--- src/hw/dhlc_regs.svh ---
// constants for the dpll holdover and loop configuration block
`ifndef DHLC_REGS_SVH
`define DHLC_REGS_SVH
`define DHLC_CURRENT_INTEGRAL_FREQUENCY_W        19
`define DHLC_CLK_HZ        25000000
`define DHLC_FAST_AVG_S    480
`define DHLC_SLOW_AVG_S    6600
// cycle counts exceed 32 bits, so the product is formed at 38 bits
`define DHLC_FAST_AVG_CYC  (38'(`DHLC_FAST_AVG_S) * 38'(`DHLC_CLK_HZ))
`define DHLC_SLOW_AVG_CYC  (38'(`DHLC_SLOW_AVG_S) * 38'(`DHLC_CLK_HZ))
`define DHLC_AVG_SHIFT     4
`define DHLC_MC_MAX_UI     13'h1fff
`define DHLC_DAMPING_CODE_RST      3'h3
`define DHLC_FINE_CFG_RST  8'h00
`endif

--- src/hw/dhlc_pkg.sv ---
// types for the dpll holdover and loop configuration block
package dhlc_pkg;
  typedef logic [18:0] dhlc_current_integral_frequency_t;
  // bandwidth codes for the loop filter
  typedef enum logic [3:0] {
    DHLC_BW_LOW = 4'h0,  // 0.5 mhz up to 4 hz
    DHLC_BW_8   = 4'h1,
    DHLC_BW_18  = 4'h2,
    DHLC_BW_35  = 4'h3,
    DHLC_BW_70  = 4'h4
  } dhlc_bw_e;
  // damping factor times ten
  typedef logic [7:0] dhlc_damping_code_t;
  typedef enum logic [2:0] {
    DHLC_FREE  = 3'h0,
    DHLC_PRE   = 3'h1,
    DHLC_PRE2  = 3'h2,
    DHLC_LOCK  = 3'h3,
    DHLC_LOL   = 3'h4,
    DHLC_HOLD  = 3'h5
  } dhlc_state_e;
  typedef struct packed {
    logic       manual_holdover_sel;
    logic       holdover_averaging_sel;
    logic       fast_avg_sel;
    logic       read_average_sel;
    logic [1:0] mini_holdover_frequency_sel;
    dhlc_current_integral_frequency_t holdover_frequency_value;
  } dhlc_ho_cfg_s;
  typedef struct packed {
    logic        automatic_bandwidth_en;
    logic        integral_limit_en;
    dhlc_bw_e    acquisition_bandwidth_setting;
    dhlc_bw_e    locked_bandwidth_setting;
    dhlc_bw_e    aux_bandwidth_setting;
    logic [2:0]  damping_code;
    logic [2:0]  aux_damping_code;
    logic        nearest_edge_disable;
    logic        multicycle_detector_en;
    logic        multicycle_in_loop_en;
    logic [12:0] coarse_limit_range;
    logic        early_late_en;
    logic [7:0]  early_late_cfg;
  } dhlc_loop_cfg_s;
endpackage : dhlc_pkg

--- src/hw/dhlc_core.sv ---
// holdover, mini-holdover, bandwidth, damping and phase-detector control
`timescale 1ns/1ps
`include "dhlc_regs.svh"
// Operation
// - instantaneous holdover takes integral value at entry
// - averaged mode averages integral frequency while locked
// - fast select picks 8 or 110 minute period
// - fast and slow ready flags, live and latched
// - slow mode falls back fast then instantaneous
// - fast mode falls back to instantaneous
// - manual mode uses software 19-bit holdover value
// - read-average returns selected averager value
// - fast isolation enters mini-holdover at chosen frequency
// - mini-holdover ends on return, switch, holdover
// - manual mode overrides mini-holdover selection
// - auxiliary loop switches revertive only, mirrored states
// - auxiliary bandwidth 18, 35 or 70 hz
// - auto bandwidth picks acquisition until locked
// - integral limit freezes integrator at frequency limits
// - damping five below 4hz, 8hz code1 2.5
// - higher bandwidths map codes, saturating per bandwidth
// - multicycle detector records up to 8191 ui
// - nearest-edge when multicycle off and locked
// - multicycle enable and coarse range setting
// - multicycle in loop selectable, tracks while detector enabled
// - early/late detector enable and tuning fields
// - holdover only when no valid reference remains
module dhlc_core (
  input  wire logic                    core_clk,        // 25 mhz local clock
  input  wire logic                    nrst,            // async reset, active low
  input  wire dhlc_pkg::dhlc_ho_cfg_s  ho_cfg,          // holdover controls
  input  wire dhlc_pkg::dhlc_loop_cfg_s loop_cfg,       // loop controls
  input  wire dhlc_pkg::dhlc_current_integral_frequency_t    current_integral_frequency, // integral path value
  input  wire logic                    main_locked,     // main loop phase locked
  input  wire logic                    sel_ref_invalid, // selected reference declared invalid
  input  wire logic                    other_valid,     // another valid input exists
  input  wire logic                    fast_isolate,    // activity monitor isolation pulse
  input  wire logic                    ref_returned,    // selected reference back
  input  wire logic                    ref_changed,     // new selected reference chosen
  input  wire logic                    current_integral_frequency_at_limit,   // loop frequency at min or max
  input  wire logic                    aux_higher_valid,// better reference for aux loop
  input  wire logic [12:0]             phase_ui,        // measured phase error in ui
  input  wire logic                    latch_clear,     // clears latched ready flags
  output dhlc_pkg::dhlc_current_integral_frequency_t         holdover_current_integral_frequency_q, // frequency used while holding
  output dhlc_pkg::dhlc_current_integral_frequency_t         readback_q,      // holdover field read value
  output logic                         holdover_q,      // in holdover
  output logic                         mini_holdover_q, // in mini-holdover
  output logic                         fast_average_ready_q,  // live fast ready
  output logic                         slow_average_ready_q,  // live slow ready
  output logic                         fast_ready_latched_q,  // sticky fast ready
  output logic                         slow_ready_latched_q,  // sticky slow ready
  output dhlc_pkg::dhlc_bw_e           main_bw_q,       // main loop bandwidth in use
  output dhlc_pkg::dhlc_bw_e           aux_bw_q,        // aux loop bandwidth in use
  output dhlc_pkg::dhlc_damping_code_t         main_damping_code_q,     // main damping factor x10
  output dhlc_pkg::dhlc_damping_code_t         aux_damping_code_q,      // aux damping factor x10
  output logic                         integral_freeze_q, // integrator frozen
  output logic                         nearest_edge_q,  // nearest-edge locking active
  output logic                         mc_in_loop_q,    // multicycle output used in loop
  output logic [12:0]                  mc_phase_q,      // multicycle tracked phase
  output logic                         early_late_en_q, // fine detector enable
  output logic [7:0]                   early_late_cfg_q,// fine detector tuning
  output logic                         aux_revertive_q  // aux loop revertive switch request
);

  // ************************************************************
  // averagers
  // ************************************************************
  localparam logic [37:0] FAST_CYC = `DHLC_FAST_AVG_CYC;
  localparam logic [37:0] SLOW_CYC = `DHLC_SLOW_AVG_CYC;

  logic [37:0]         fast_cnt_q, slow_cnt_q;
  dhlc_pkg::dhlc_current_integral_frequency_t fast_avg_q, slow_avg_q;
  logic                fast_ok_q, slow_ok_q;

  // first-order iir average; a true boxcar would need far too much memory
  wire signed [19:0] fast_err = $signed({1'b0, current_integral_frequency}) -
                                $signed({1'b0, fast_avg_q});
  wire signed [19:0] slow_err = $signed({1'b0, current_integral_frequency}) -
                                $signed({1'b0, slow_avg_q});
  wire dhlc_pkg::dhlc_current_integral_frequency_t fast_avg_d =
    fast_avg_q + 19'(fast_err >>> `DHLC_AVG_SHIFT);
  wire dhlc_pkg::dhlc_current_integral_frequency_t slow_avg_d =
    slow_avg_q + 19'(slow_err >>> (`DHLC_AVG_SHIFT + 4));
  wire avg_run = main_locked & ~holdover_q;

  // averaging runs only while locked
  always_ff @(posedge core_clk or negedge nrst) begin
    if (!nrst) begin
      fast_avg_q <= 19'h00000;
      slow_avg_q <= 19'h00000;
      fast_cnt_q <= 38'h0;
      slow_cnt_q <= 38'h0;
      fast_ok_q  <= 1'b0;
      slow_ok_q  <= 1'b0;
    end else if (avg_run) begin
      fast_avg_q <= fast_avg_d;
      slow_avg_q <= slow_avg_d;
      if (fast_cnt_q >= FAST_CYC - 38'h1) fast_ok_q <= 1'b1;
      else fast_cnt_q <= fast_cnt_q + 38'h1;
      if (slow_cnt_q >= SLOW_CYC - 38'h1) slow_ok_q <= 1'b1;
      else slow_cnt_q <= slow_cnt_q + 38'h1;
    end
  end

  // ************************************************************
  // holdover selection
  // ************************************************************
  wire dhlc_pkg::dhlc_current_integral_frequency_t avg_pick = ho_cfg.fast_avg_sel ?
    (fast_ok_q ? fast_avg_q : current_integral_frequency) :
    (slow_ok_q ? slow_avg_q :
      (fast_ok_q ? fast_avg_q : current_integral_frequency));
  wire dhlc_pkg::dhlc_current_integral_frequency_t auto_pick = ho_cfg.holdover_averaging_sel ?
    avg_pick : current_integral_frequency;
  wire dhlc_pkg::dhlc_current_integral_frequency_t ho_pick = ho_cfg.manual_holdover_sel ?
    ho_cfg.holdover_frequency_value : auto_pick;
  // mini-holdover choice: 0 instantaneous, 1 fast, 2 slow, 3 auto pick
  wire dhlc_pkg::dhlc_current_integral_frequency_t mini_pick =
    ho_cfg.manual_holdover_sel ? ho_cfg.holdover_frequency_value :
    (ho_cfg.mini_holdover_frequency_sel == 2'h1) ? fast_avg_q :
    (ho_cfg.mini_holdover_frequency_sel == 2'h2) ? slow_avg_q :
    (ho_cfg.mini_holdover_frequency_sel == 2'h3) ? auto_pick :
    current_integral_frequency;
  wire enter_ho = sel_ref_invalid & ~other_valid & ~holdover_q;
  wire leave_ho = holdover_q & other_valid;
  wire enter_mini = fast_isolate & ~holdover_q & ~enter_ho;
  wire end_mini = ref_returned | ref_changed | enter_ho;

  // holdover state and its frozen frequency
  always_ff @(posedge core_clk or negedge nrst) begin
    if (!nrst) begin
      holdover_q      <= 1'b0;
      mini_holdover_q <= 1'b0;
      holdover_current_integral_frequency_q <= 19'h00000;
    end else begin
      if (enter_ho) begin
        holdover_q      <= 1'b1;
        holdover_current_integral_frequency_q <= ho_pick;
      end else if (leave_ho) begin
        holdover_q <= 1'b0;
      end else if (enter_mini && !mini_holdover_q) begin
        holdover_current_integral_frequency_q <= mini_pick;
      end
      if (end_mini) mini_holdover_q <= 1'b0;
      else if (enter_mini) mini_holdover_q <= 1'b1;
    end
  end

  // ************************************************************
  // ready flags and readback
  // ************************************************************
  wire dhlc_pkg::dhlc_current_integral_frequency_t rd_d = ho_cfg.read_average_sel ?
    (ho_cfg.fast_avg_sel ? fast_avg_q : slow_avg_q) :
    ho_cfg.holdover_frequency_value;

  // set wins over clear on the latched copies
  always_ff @(posedge core_clk or negedge nrst) begin
    if (!nrst) begin
      fast_average_ready_q <= 1'b0;
      slow_average_ready_q <= 1'b0;
      fast_ready_latched_q <= 1'b0;
      slow_ready_latched_q <= 1'b0;
      readback_q           <= 19'h00000;
    end else begin
      fast_average_ready_q <= fast_ok_q;
      slow_average_ready_q <= slow_ok_q;
      fast_ready_latched_q <= fast_ok_q | (fast_ready_latched_q & ~latch_clear);
      slow_ready_latched_q <= slow_ok_q | (slow_ready_latched_q & ~latch_clear);
      readback_q           <= rd_d;
    end
  end

  // ************************************************************
  // bandwidth and damping
  // ************************************************************
  // aux loop only takes its three legal bandwidths; anything else maps to 18 hz
  wire dhlc_pkg::dhlc_bw_e aux_bw_d =
    (loop_cfg.aux_bandwidth_setting == dhlc_pkg::DHLC_BW_35 ||
     loop_cfg.aux_bandwidth_setting == dhlc_pkg::DHLC_BW_70) ?
    loop_cfg.aux_bandwidth_setting : dhlc_pkg::DHLC_BW_18;
  wire dhlc_pkg::dhlc_bw_e main_bw_d =
    (loop_cfg.automatic_bandwidth_en && !main_locked) ?
    loop_cfg.acquisition_bandwidth_setting :
    loop_cfg.locked_bandwidth_setting;

  // damping factor x10 from bandwidth and code
  function automatic dhlc_pkg::dhlc_damping_code_t damping_code_map(
    input dhlc_pkg::dhlc_bw_e bw,
    input logic [2:0]         code
  );
    dhlc_pkg::dhlc_damping_code_t f;
    case (code)
      3'h1:    f = 8'h0c;
      3'h2:    f = 8'h19;
      3'h3:    f = 8'h32;
      3'h4:    f = 8'h64;
      default: f = 8'hc8;
    endcase
    case (bw)
      dhlc_pkg::DHLC_BW_8:  damping_code_map = (code == 3'h1) ? 8'h19 : 8'h32;
      dhlc_pkg::DHLC_BW_18: damping_code_map = (f > 8'h32) ? 8'h32 : f;
      dhlc_pkg::DHLC_BW_35: damping_code_map = (f > 8'h64) ? 8'h64 : f;
      dhlc_pkg::DHLC_BW_70: damping_code_map = f;
      default:              damping_code_map = 8'h32;
    endcase
  endfunction : damping_code_map

  wire integ_freeze_d = loop_cfg.integral_limit_en & current_integral_frequency_at_limit;

  always_ff @(posedge core_clk or negedge nrst) begin
    if (!nrst) begin
      main_bw_q         <= dhlc_pkg::DHLC_BW_LOW;
      aux_bw_q          <= dhlc_pkg::DHLC_BW_18;
      main_damping_code_q       <= 8'h32;
      aux_damping_code_q        <= 8'h32;
      integral_freeze_q <= 1'b0;
    end else begin
      main_bw_q         <= main_bw_d;
      aux_bw_q          <= aux_bw_d;
      main_damping_code_q       <= damping_code_map(main_bw_d, loop_cfg.damping_code);
      aux_damping_code_q        <= damping_code_map(aux_bw_d, loop_cfg.aux_damping_code);
      integral_freeze_q <= integ_freeze_d;
    end
  end

  // ************************************************************
  // phase detectors
  // ************************************************************
  wire [12:0] mc_lim = loop_cfg.coarse_limit_range;
  wire [12:0] mc_d = (phase_ui > mc_lim) ? mc_lim : phase_ui;
  wire ne_d = ~loop_cfg.multicycle_detector_en & main_locked &
              ~loop_cfg.nearest_edge_disable;

  // tracker keeps running while enabled even when out of the loop
  always_ff @(posedge core_clk or negedge nrst) begin
    if (!nrst) begin
      mc_phase_q       <= 13'h0000;
      mc_in_loop_q     <= 1'b0;
      nearest_edge_q   <= 1'b0;
      early_late_en_q  <= 1'b0;
      early_late_cfg_q <= `DHLC_FINE_CFG_RST;
      aux_revertive_q  <= 1'b0;
    end else begin
      if (loop_cfg.multicycle_detector_en) mc_phase_q <= mc_d;
      mc_in_loop_q     <= loop_cfg.multicycle_in_loop_en &
                          loop_cfg.multicycle_detector_en;
      nearest_edge_q   <= ne_d;
      early_late_en_q  <= loop_cfg.early_late_en;
      early_late_cfg_q <= loop_cfg.early_late_cfg;
      aux_revertive_q  <= aux_higher_valid;
    end
  end

endmodule : dhlc_core

--- config.mk ---
export PLATFORM = sky130hd
export DESIGN_NAME = dhlc_core
export DESIGN_NICKNAME = d
export VERILOG_FILES = /design/src/hw/dhlc_pkg.sv /design/src/hw/dhlc_core.sv
export VERILOG_INCLUDE_DIRS = /design/src /design/src/hw
export SDC_FILE = /design/constraint.sdc
export NUM_CORES = 1
export LEC_CHECK = 0
export ABC_CLOCK_PERIOD_IN_PS = 4500
export BUFFER_PORTS_ARGS = -buffer_cell sky130_fd_sc_hd__buf_4
export CAP_MARGIN = 0
export CORE_MARGIN = 8
export CORE_UTILIZATION = 52
export CTS_CLUSTER_SIZE = 10
export DETAILED_ROUTE_END_ITERATION = 10
export PLACE_DENSITY = 0.81
export SLEW_MARGIN = 20
export SYNTH_ARGS = -nofsm -noshare
export SYNTH_HDL_FRONTEND = slang
export SYNTH_SLANG_ARGS = --single-unit
--- constraint.sdc ---
create_clock -name core_clk -period 4.5 [get_ports core_clk]
set_clock_uncertainty 0.2 [all_clocks]
set_input_delay 0.45 -clock core_clk [delete_from_list [all_inputs] [get_ports core_clk]]
set_output_delay 0.45 -clock core_clk [all_outputs]
set_load 0.01 [all_outputs]
==> impl_metrics.sql, run 1 <==
INSERT INTO impl_metrics (metric_group, metric, value, unit) VALUES
('worst_setup_path', 'path_buf_inv', '1', ''),
('route', 'first_pass_iters', '6', ''),
('synth', 'synth-edff-count', '0', ''),
('timing', 'setup_slack', '-0.02131', 'ns'),
('worst_setup_path', 'critPathCaptureType', 'register', ''),
('cts', 'cts_tree', 'done', ''),
('timing', 'number_of_setup_violations_in_the_final_report', '1', ''),
('min_path', 'hold_start', 'ho_cfg[18]', ''),
('run_status', 'violated_checks', 'negative setup slack', ''),
('layout', 'design_area', '17530', 'µm²'),
('pwr', 'vdd_drop_max', '615.3', 'µV'),
('worst_setup_path', 'rr_worst_depth', '17', ''),
('place', 'placedInstanceArea', '15940', 'µm²'),
('timing', 'worst_slew_pin_slew', '0.8979', 'ns'),
('route', 'total_wirelength_of_the_detailed_routed_design', '40.62', 'mm'),
('synth', 'netlist-cell-type-count', '77', ''),
('worst_setup_path', 'crit_path_cell_trace', 'inv_2, ha_4, a21o_1, a31o_2, a21oi_1, a21boi_4, o211ai_1, o21a_1, nor2_1, xnor2_1, ha_1, or3_1, a211oi_2, o21ai_2, a41oi_2, mux2_4, or4_4', ''),
('worst_setup_path', 'path_max_fanout', '4', ''),
('floorplanning', 'floorplan.initialDensity', '0.5249', ''),
('pwr', 'leakage', '0.008471', 'µW'),
('synth', 'ys_async_sr_fraction', '1.000', ''),
('floorplanning', 'coreArea', '25040', 'µm²'),
('grt', 'first_global_vias', '12993', ''),
('cts', 'clockRootBuffer', 'sky130_fd_sc_hd__clkbuf_16', ''),
('cts', 'clock_tree_sinks', '210', ''),
('floorplanning', 'fp.dieW', '175.0', 'µm'),
('route', 'drt_drc_violations_left', '0', ''),
('floorplanning', 'io_pins', '207', ''),
('timing', 'fin_hold_ws', '0.01938', 'ns'),
('min_path', 'min-delay-path-class', 'in2reg', ''),
('grt', 'antenna_found_initial', '0', ''),
('timing', 'post-route-period-util', '1.005', ''),
('worst_setup_path', 'crit_path_max_incr_delay', '0.47', 'ns'),
('grt', 'grt_max_degree', '104', ''),
('synth', 'synth_largest_area_cell', 'sky130_fd_sc_hd__dfrtp_1', ''),
('synth', 'netlist_area', '13140', 'µm²'),
('cts', 'cts.reportedPaths.clkPinSlew', '0.06', 'ns'),
('min_path', 'hold_critical_path_endpoint', 'holdover_current_integral_frequency_q[18]$_DFFE_PN0P_', ''),
('run_status', 'status', 'finished with violations', ''),
('timing', 'timing.final.hold_violations', '0', ''),
('synth', 'postSynthNetCount', '1668', ''),
('place', 'dp.cells', '2081', ''),
('layout', 'layout.area.seq', '5264', 'µm²'),
('worst_setup_path', 'r2r_end', 'slow_avg_q[18]$_DFFE_PN0P_', ''),
('floorplanning', 'dieArea', '30620', 'µm²'),
('grt', 'groute.usage.overall', '0.2544', ''),
('timing', 'max_freq', '0.2212', 'GHz'),
('synth', 'synth_top_area_share', '0.3865', ''),
('cts', 'cts_max_path_buffers', '3', ''),
('synth', 'ys_seq_area_frac', '0.4005', ''),
('cts', 'tritoncts.num_buffers', '26', ''),
('synth', 'syn_avg_cell_area', '8.965', 'µm²'),
('pwr', 'report.power.total', '11960', 'µW'),
('floorplanning', 'die_h', '175.0', 'µm'),
('worst_setup_path', 'timing.critical_path.max_delay_family', 'compound AO/OA/AOI/OAI gates', ''),
('worst_setup_path', 'critical_path_class', 'reg2reg', ''),
('timing', 'timing_max_transition_violations_final', '0', ''),
('synth', 'predominant_post_synthesis_flop_cell', 'sky130_fd_sc_hd__dfrtp_1', ''),
('layout', 'multi_input_combinational_cell_area', '7538', 'µm²'),
('layout', 'antennaDiodeCount', '0', ''),
('worst_setup_path', 'arrival_time_of_the_worst_setup_path', '4.72', 'ns'),
('route', 'drt_first_iter_violations', '1018', ''),
('route', 'route.detailed.vias_per_inst', '5.868', ''),
('worst_setup_path', 'worst_r2r_startpoint', 'slow_avg_q[6]$_DFFE_PN0P_', ''),
('worst_setup_path', 'setup.reg_to_reg.worst_slack', '-0.02', 'ns'),
('synth', 'ys_top_cells_by_area', 'sky130_fd_sc_hd__dfrtp_1 39%, sky130_fd_sc_hd__ha_1 8.3%, sky130_fd_sc_hd__a21oi_1 4.5%', ''),
('route', 'antenna_left', '0', ''),
('worst_setup_path', 'cp_slowest_cell', 'sky130_fd_sc_hd__or4_4', ''),
('grt', 'grt_overflow', '0', ''),
('route', 'dr_total_vias', '12827', ''),
('run', 'timing.max_cap.violations', '0', '');
-- what timing repair did --
item / 4_1_cts / 5_1_grt
pin swaps: 4 / 28
buffers inserted: 0 / 4
hold buffers: 60 / 0
hold endpoints to repair: 115 / 0
setup endpoints to repair: 2 / 7
resized for setup: 7 / 40
-- worst reg2reg max path: stages, from the launching register on --
cell and delay, ns:
sky130_fd_sc_hd__dfrtp_1 0.38, sky130_fd_sc_hd__inv_2 0.09, sky130_fd_sc_hd__ha_4 0.21, sky130_fd_sc_hd__a21o_1 0.19, sky130_fd_sc_hd__a31o_2 0.26, sky130_fd_sc_hd__a21oi_1 0.16, sky130_fd_sc_hd__a21boi_4 0.26, sky130_fd_sc_hd__o211ai_1 0.15
sky130_fd_sc_hd__o21a_1 0.19, sky130_fd_sc_hd__nor2_1 0.13, sky130_fd_sc_hd__xnor2_1 0.10, sky130_fd_sc_hd__ha_1 0.24, sky130_fd_sc_hd__or3_1 0.39, sky130_fd_sc_hd__a211oi_2 0.26, sky130_fd_sc_hd__o21ai_2 0.12, sky130_fd_sc_hd__a41oi_2 0.26
sky130_fd_sc_hd__mux2_4 0.33, sky130_fd_sc_hd__or4_4 0.47
-- cell families after synthesis --
| logic type | Yosys count | share of synthesized area |
|---|---|---|
| XOR/XNOR | 115 | 0.07664 |
| multiplexers | 37 | 0.02856 |
| AND/OR/NAND/NOR | 469 | 0.1737 |
| adder cells (fa/ha/maj) | 89 | 0.08587 |
| AO/OA/AOI/OAI | 400 | 0.1922 |
| flip-flops | 210 | 0.4005 |
| buffers and inverters | 145 | 0.04217 |
| other | 1 | 0.0002853 |
-- per-stage QoR --
step	setup slack (ns)	util
final	-0.02131	0.7002
after global routing	-0.1341	0.7002
after CTS	0.007419	0.6916
after detailed placement	-0.5121	0.6365
after global placement	-0.3704	0.6365
after floorplan	0.01245	-
-- power breakdown --
| part | total [µW] | switching, µW | internal (µW) |
|---|---|---|---|
| Clock | 1890 | 789 | 1100 |
| Combinational | 7560 | 3860 | 3700 |
| Sequential | 2510 | 255 | 2250 |
| Total | 12000 | 4910 | 7050 |
-- metal layers --
metal  track usage  wire length [µm]  vias up
li1              -                 -     5986
met1        0.3135             16220     6135
met2        0.4285             19250      610
met3       0.06022              3799       96
met4       0.09219              1345        0
met5             0                 0        -
-- cell usage in the layout, fill, tap and decap left out, drive strengths merged, types with 38 or more instances in the layout --
cell,instances
inv,86
ha,87
o22ai,40
o21ai,88
a21oi,119
nor2,146
xor2,52
dlygate4sd3,60
xnor2,63
dfrtp,203
nand3,56
clkbuf,38
nand2,115
buf,348
-- flip-flops by register name, summed over array words and instances, names as in the netlist, 8 cells and up --
signal / flops
early_late_cfg_q: 8
slow_cnt_q: 38
readback_q: 19
main_damping_code_q: 8
slow_avg_q: 19
fast_avg_q: 19
aux_damping_code_q: 8
fast_cnt_q: 38
holdover_current_integral_frequency_q: 19
mc_phase_q: 13
-- worst max path at each step --
stage,from,to,slack (ns),cells past startpoint
detailed placement,current_integral_frequency[2],slow_avg_q[18]$_DFFE_PN0P_,-0.51,18
global route,slow_avg_q[12]$_DFFE_PN0P_,slow_avg_q[18]$_DFFE_PN0P_,-0.13,18
global placement,current_integral_frequency[2],slow_avg_q[18]$_DFFE_PN0P_,-0.37,18
floorplan,current_integral_frequency[2],slow_avg_q[18]$_DFFE_PN0P_,0.01,17
finish,slow_avg_q[6]$_DFFE_PN0P_,slow_avg_q[18]$_DFFE_PN0P_,-0.02,17
CTS,fast_avg_q[2]$_DFFE_PN0P_,fast_avg_q[17]$_DFFE_PN0P_,0.007,18
-- synthesized netlist by cell type, types with 5 or more instances --
cell and count:
sky130_fd_sc_hd__dfrtp_1 203, sky130_fd_sc_hd__nor2_1 146, sky130_fd_sc_hd__a21oi_1 119, sky130_fd_sc_hd__nand2_1 115, sky130_fd_sc_hd__ha_1 87, sky130_fd_sc_hd__o21ai_0 87, sky130_fd_sc_hd__inv_1 86, sky130_fd_sc_hd__xnor2_1 63
sky130_fd_sc_hd__nand3_1 56, sky130_fd_sc_hd__xor2_1 52, sky130_fd_sc_hd__clkbuf_1 48, sky130_fd_sc_hd__o22ai_1 40, sky130_fd_sc_hd__mux2i_1 33, sky130_fd_sc_hd__nor3_1 29, sky130_fd_sc_hd__a21o_1 25, sky130_fd_sc_hd__a211oi_1 23
sky130_fd_sc_hd__a31oi_1 21, sky130_fd_sc_hd__nand4_1 19, sky130_fd_sc_hd__and3_1 16, sky130_fd_sc_hd__o21a_1 15, sky130_fd_sc_hd__nor2b_1 13, sky130_fd_sc_hd__or3_1 12, sky130_fd_sc_hd__and2_1 11, sky130_fd_sc_hd__o21bai_1 11
sky130_fd_sc_hd__nand2b_1 10, sky130_fd_sc_hd__buf_1 8, sky130_fd_sc_hd__o31ai_1 8, sky130_fd_sc_hd__dfstp_2 7, sky130_fd_sc_hd__or2_2 7, sky130_fd_sc_hd__nor3_2 6, sky130_fd_sc_hd__a222oi_1 5, sky130_fd_sc_hd__and4_1 5
sky130_fd_sc_hd__nor4_1 5, sky130_fd_sc_hd__or4_1 5
-- area by class of cell --
| type | instances | share of cell area |
|---|---|---|
| sequential | 210 | 0.3003 |
| clock buffer | 38 | 0.04140 |
| timing repair buffer | 408 | 0.1847 |
| tap | 330 | 0.02355 |
| clock inverter | 3 | 0.001642 |
| inverter | 86 | 0.01842 |
| multi-input combinational | 1111 | 0.4301 |
Power figures use the tool's default switching activity.
==> run 2: changes to the inputs <==
CORE_UTILIZATION = 40   (was 52)
PLACE_DENSITY = 0.66   (was 0.81)
==> run 2 against run 1 <==
Effect of this change:
- the run now ends clean
- register-to-register slack improved by 0.12 ns
- count of clock-buffer cells in the layout decreased by 5
- setup slack better by 0.12 ns
- first-iteration DRC count shrank 32%
- die area is 27% higher
- largest cell class unchanged
- power up 0.50%
- critical path type unchanged
==> impl_metrics.sql, run 2 (synthesis results as in run 1) <==
INSERT INTO impl_metrics (metric_group, metric, value, unit) VALUES
('run_status', 'status', 'complete, no violations', ''),
('pwr', 'seq_power_share', '0.210', ''),
('timing', 'setup_slack', '0.1007', 'ns'),
('pwr', 'cellInternalPower', '7147', 'µW'),
('min_path', 'min-delay-path-class', 'in2reg', ''),
('grt', 'groute.usage.overall', '0.1998', ''),
('cts', 'cts_max_path_buffers', '3', ''),
('min_path', 'hold_start', 'phase_ui[8]', ''),
('run', 'timing.max_cap.violations', '0', ''),
('pwr', 'vdd_drop_max', '416.6', 'µV'),
('layout', 'top_registers', 'fast_cnt_q x38, slow_cnt_q x38', ''),
('worst_setup_path', 'rr_worst_depth', '17', ''),
('grt', 'grt_max_degree', '108', ''),
('worst_setup_path', 'path_max_fanout', '3', ''),
('floorplanning', 'placement_rows', '66', ''),
('route', 'total_wirelength_of_the_detailed_routed_design', '40.06', 'mm'),
('place', 'io_buffers', '206', ''),
('place', 'preCtsSetupSlack', '-0.4741', 'ns'),
('timing', 'worst_slew_pin_slew', '0.9599', 'ns'),
('cts', 'later_pin_clock_latency_in_the_skew_report', '0.55', 'ns'),
('layout', 'layout-area-overhead-vs-synth', '36.10', '%'),
('pwr', 'pwr-share-clk', '0.163', ''),
('route', 'first_pass_iters', '6', ''),
('route', 'drt_drc_violations_left', '0', ''),
('timing', 'slew_headroom', '0.3586', ''),
('grt', 'first_pass_grt_wire_length', '64.45', 'mm'),
('route', 'post_drt_wl_per_cell', '17.28', 'µm'),
('floorplanning', 'coreArea', '32450', 'µm²'),
('floorplanning', 'io_pins', '207', ''),
('worst_setup_path', 'arrival_time_of_the_worst_setup_path', '4.61', 'ns'),
('worst_setup_path', 'critPathRequiredTime', '4.71', 'ns'),
('layout', 'antennaDiodeCount', '0', ''),
('floorplanning', 'die_h', '197.3', 'µm'),
('min_path', 'min_delay_path_depth', '3', ''),
('layout', 'layout_common_cells', '357 x sky130_fd_sc_hd__buf_4, 203 x sky130_fd_sc_hd__dfrtp_1, 141 x sky130_fd_sc_hd__nor2_1', ''),
('route', 'antenna_left', '0', ''),
('layout', 'nNetsFinal', '2066', ''),
('layout', 'layout.filler_cells', '2853', ''),
('worst_setup_path', 'critPathCaptureType', 'register', ''),
('grt', 'first_global_vias', '12494', ''),
('route', 'dr_total_vias', '12342', ''),
('worst_setup_path', 'critPathLaunchType', 'register', ''),
('worst_setup_path', 'crit_start', 'slow_avg_q[6]$_DFFE_PN0P_', ''),
('pwr', 'power.density', '671.9', 'nW/µm²'),
('grt', 'antenna_found_initial', '0', ''),
('worst_setup_path', 'critical_path_class', 'reg2reg', ''),
('cts', 'cts.reportedPaths.clkPinSlew', '0.06', 'ns'),
('cts', 'tritoncts.num_buffers', '27', ''),
('timing', 'timing.final.hold_violations', '0', ''),
('timing', 'timing_max_transition_violations_final', '0', ''),
('layout', 'multi_input_combinational_cell_area', '7567', 'µm²'),
('place', 'hpwl', '29.64', 'mm'),
('timing', 'grt_setup_unrepaired', 'yes', ''),
('place', 'place_congestion', '0.9348', ''),
('floorplanning', 'dieArea', '38910', 'µm²'),
('timing', 'number_of_setup_violations_in_the_final_report', '0', ''),
('cts', 'clockRootBuffer', 'sky130_fd_sc_hd__clkbuf_16', ''),
('worst_setup_path', 'setup.reg_to_reg.worst_slack', '0.10', 'ns'),
('route', 'drt_first_iter_violations', '694', ''),
('floorplanning', 'fp.dieW', '197.3', 'µm'),
('timing', 'max_freq', '0.2273', 'GHz'),
('layout', 'mostFrequentLayoutCell', 'sky130_fd_sc_hd__buf_4', ''),
('cts', 'clock_tree_sinks', '210', ''),
('cts', 'cts_tree', 'done', ''),
('timing', 'period_minus_slack', '4.399', 'ns'),
('layout', 'layout.area.seq', '5264', 'µm²'),
('timing', 'total_negative_slack', '0', 'ns'),
('timing', 'post-route-period-util', '0.9776', ''),
('timing', 'fin_hold_ws', '0.01914', 'ns'),
('floorplanning', 'floorplan.initialDensity', '0.4050', ''),
('route', 'route.detailed.vias_per_inst', '5.324', ''),
('pwr', 'leakage', '0.008601', 'µW'),
('worst_setup_path', 'worst_r2r_startpoint', 'slow_avg_q[6]$_DFFE_PN0P_', ''),
('cts', 'htree_num_levels', '1', ''),
('worst_setup_path', 'r2r_end', 'slow_avg_q[18]$_DFFE_PN0P_', ''),
('pwr', 'net-switching-power', '4872', 'µW'),
('pwr', 'power.share.combinational', '0.627', ''),
('grt', 'grt_overflow', '0', ''),
('pwr', 'swShare', '0.4054', ''),
('min_path', 'hold_critical_path_endpoint', 'mc_phase_q[8]$_DFFE_PN0P_', ''),
('layout', 'drive_gt1_frac', '0.2559', ''),
('pwr', 'report.power.total', '12020', 'µW');
run 2: changes by cell type in the layout (fill, tap and decap cells not counted), moves of 2 or more:
cell | before | now
sky130_fd_sc_hd__buf_4 | 345 | 357
sky130_fd_sc_hd__dlygate4sd3_1 | 60 | 69
sky130_fd_sc_hd__clkbuf_1 | 9 | 3
sky130_fd_sc_hd__clkinv_2 | 1 | 7
sky130_fd_sc_hd__ha_2 | 3 | 0
sky130_fd_sc_hd__o21ai_0 | 80 | 83
sky130_fd_sc_hd__ha_1 | 80 | 82
sky130_fd_sc_hd__nor2_1 | 143 | 141
sky130_fd_sc_hd__o21ai_1 | 5 | 3
run 2: power groups by stage:
| stage | logic, µW | registers (µW) | clock network, µW |
|---|---|---|---|
| after global placement | 6780 | 2540 | 0 |
| after global routing | 8290 | 2570 | 2080 |
| after detailed placement | 6890 | 2550 | 0 |
| after floorplan | 4110 | 2610 | 0 |
| final | 7530 | 2530 | 1960 |
| after CTS | 7050 | 2520 | 2010 |
run 2: cell type report:
type	instances	share of cell area
repair buffers	428	0.1899
flip-flops and latches	210	0.2943
clock buffers	33	0.04071
inverters	86	0.01805
well taps	442	0.03092
multi-input cells	1111	0.4231
clock inverters	8	0.003078
run 2: how the worst max path moves through the flow:
stage / endpoint / slack, ns
5_1_grt: slow_avg_q[18]$_DFFE_PN0P_ / -0.07
2_1_floorplan: slow_avg_q[18]$_DFFE_PN0P_ / 0.01
4_1_cts: slow_avg_q[18]$_DFFE_PN0P_ / 0.01
3_3_place_gp: slow_avg_q[18]$_DFFE_PN0P_ / -0.40
6_report: slow_avg_q[18]$_DFFE_PN0P_ / 0.10
3_5_place_dp: slow_avg_q[18]$_DFFE_PN0P_ / -0.47
run 2: per-stage QoR:
stage,cell area (µm²),cells,utilization
2_1_floorplan,13140,1466,-
3_3_place_gp,16110,2199,0.4963
3_5_place_dp,16110,2199,0.4963
4_1_cts,17600,2309,0.5423
5_1_grt,17890,2318,0.5512
6_report,17890,2318,0.5512
run 2: worst max-delay path, stage by stage (launching register included):
cell,delay [ns]
sky130_fd_sc_hd__dfrtp_1,0.39
sky130_fd_sc_hd__inv_2,0.09
sky130_fd_sc_hd__ha_4,0.21
sky130_fd_sc_hd__a21o_1,0.19
sky130_fd_sc_hd__a31o_2,0.26
sky130_fd_sc_hd__o21a_1,0.22
sky130_fd_sc_hd__o21a_1,0.23
sky130_fd_sc_hd__o21a_1,0.22
sky130_fd_sc_hd__nor2_2,0.12
sky130_fd_sc_hd__xnor2_1,0.14
sky130_fd_sc_hd__ha_1,0.29
sky130_fd_sc_hd__o211ai_1,0.15
sky130_fd_sc_hd__a21oi_2,0.13
sky130_fd_sc_hd__a211oi_2,0.31
sky130_fd_sc_hd__o21ai_2,0.11
sky130_fd_sc_hd__a41oi_2,0.23
sky130_fd_sc_hd__mux2_4,0.32
sky130_fd_sc_hd__or4_4,0.47
run 2: layer usage:
layer | GRT usage | up-vias | wire length, µm | part of all wire
li1 | - | 6023 | - | -
met1 | 0.2602 | 5825 | 17570 | 0.44
met2 | 0.3204 | 430 | 18210 | 0.45
met3 | 0.05520 | 64 | 3430 | 0.086
met4 | 0.05935 | 0 | 856 | 0.021
met5 | 0 | - | 0 | 0
run 2: repair_timing:
item                       in CTS  in global routing
gates resized for setup         5                 42
hold endpoints to repair      159                  0
pin swaps                       2                 27
setup endpoints to repair       1                  8
hold buffers                   69                  0
buffers inserted                0                  9
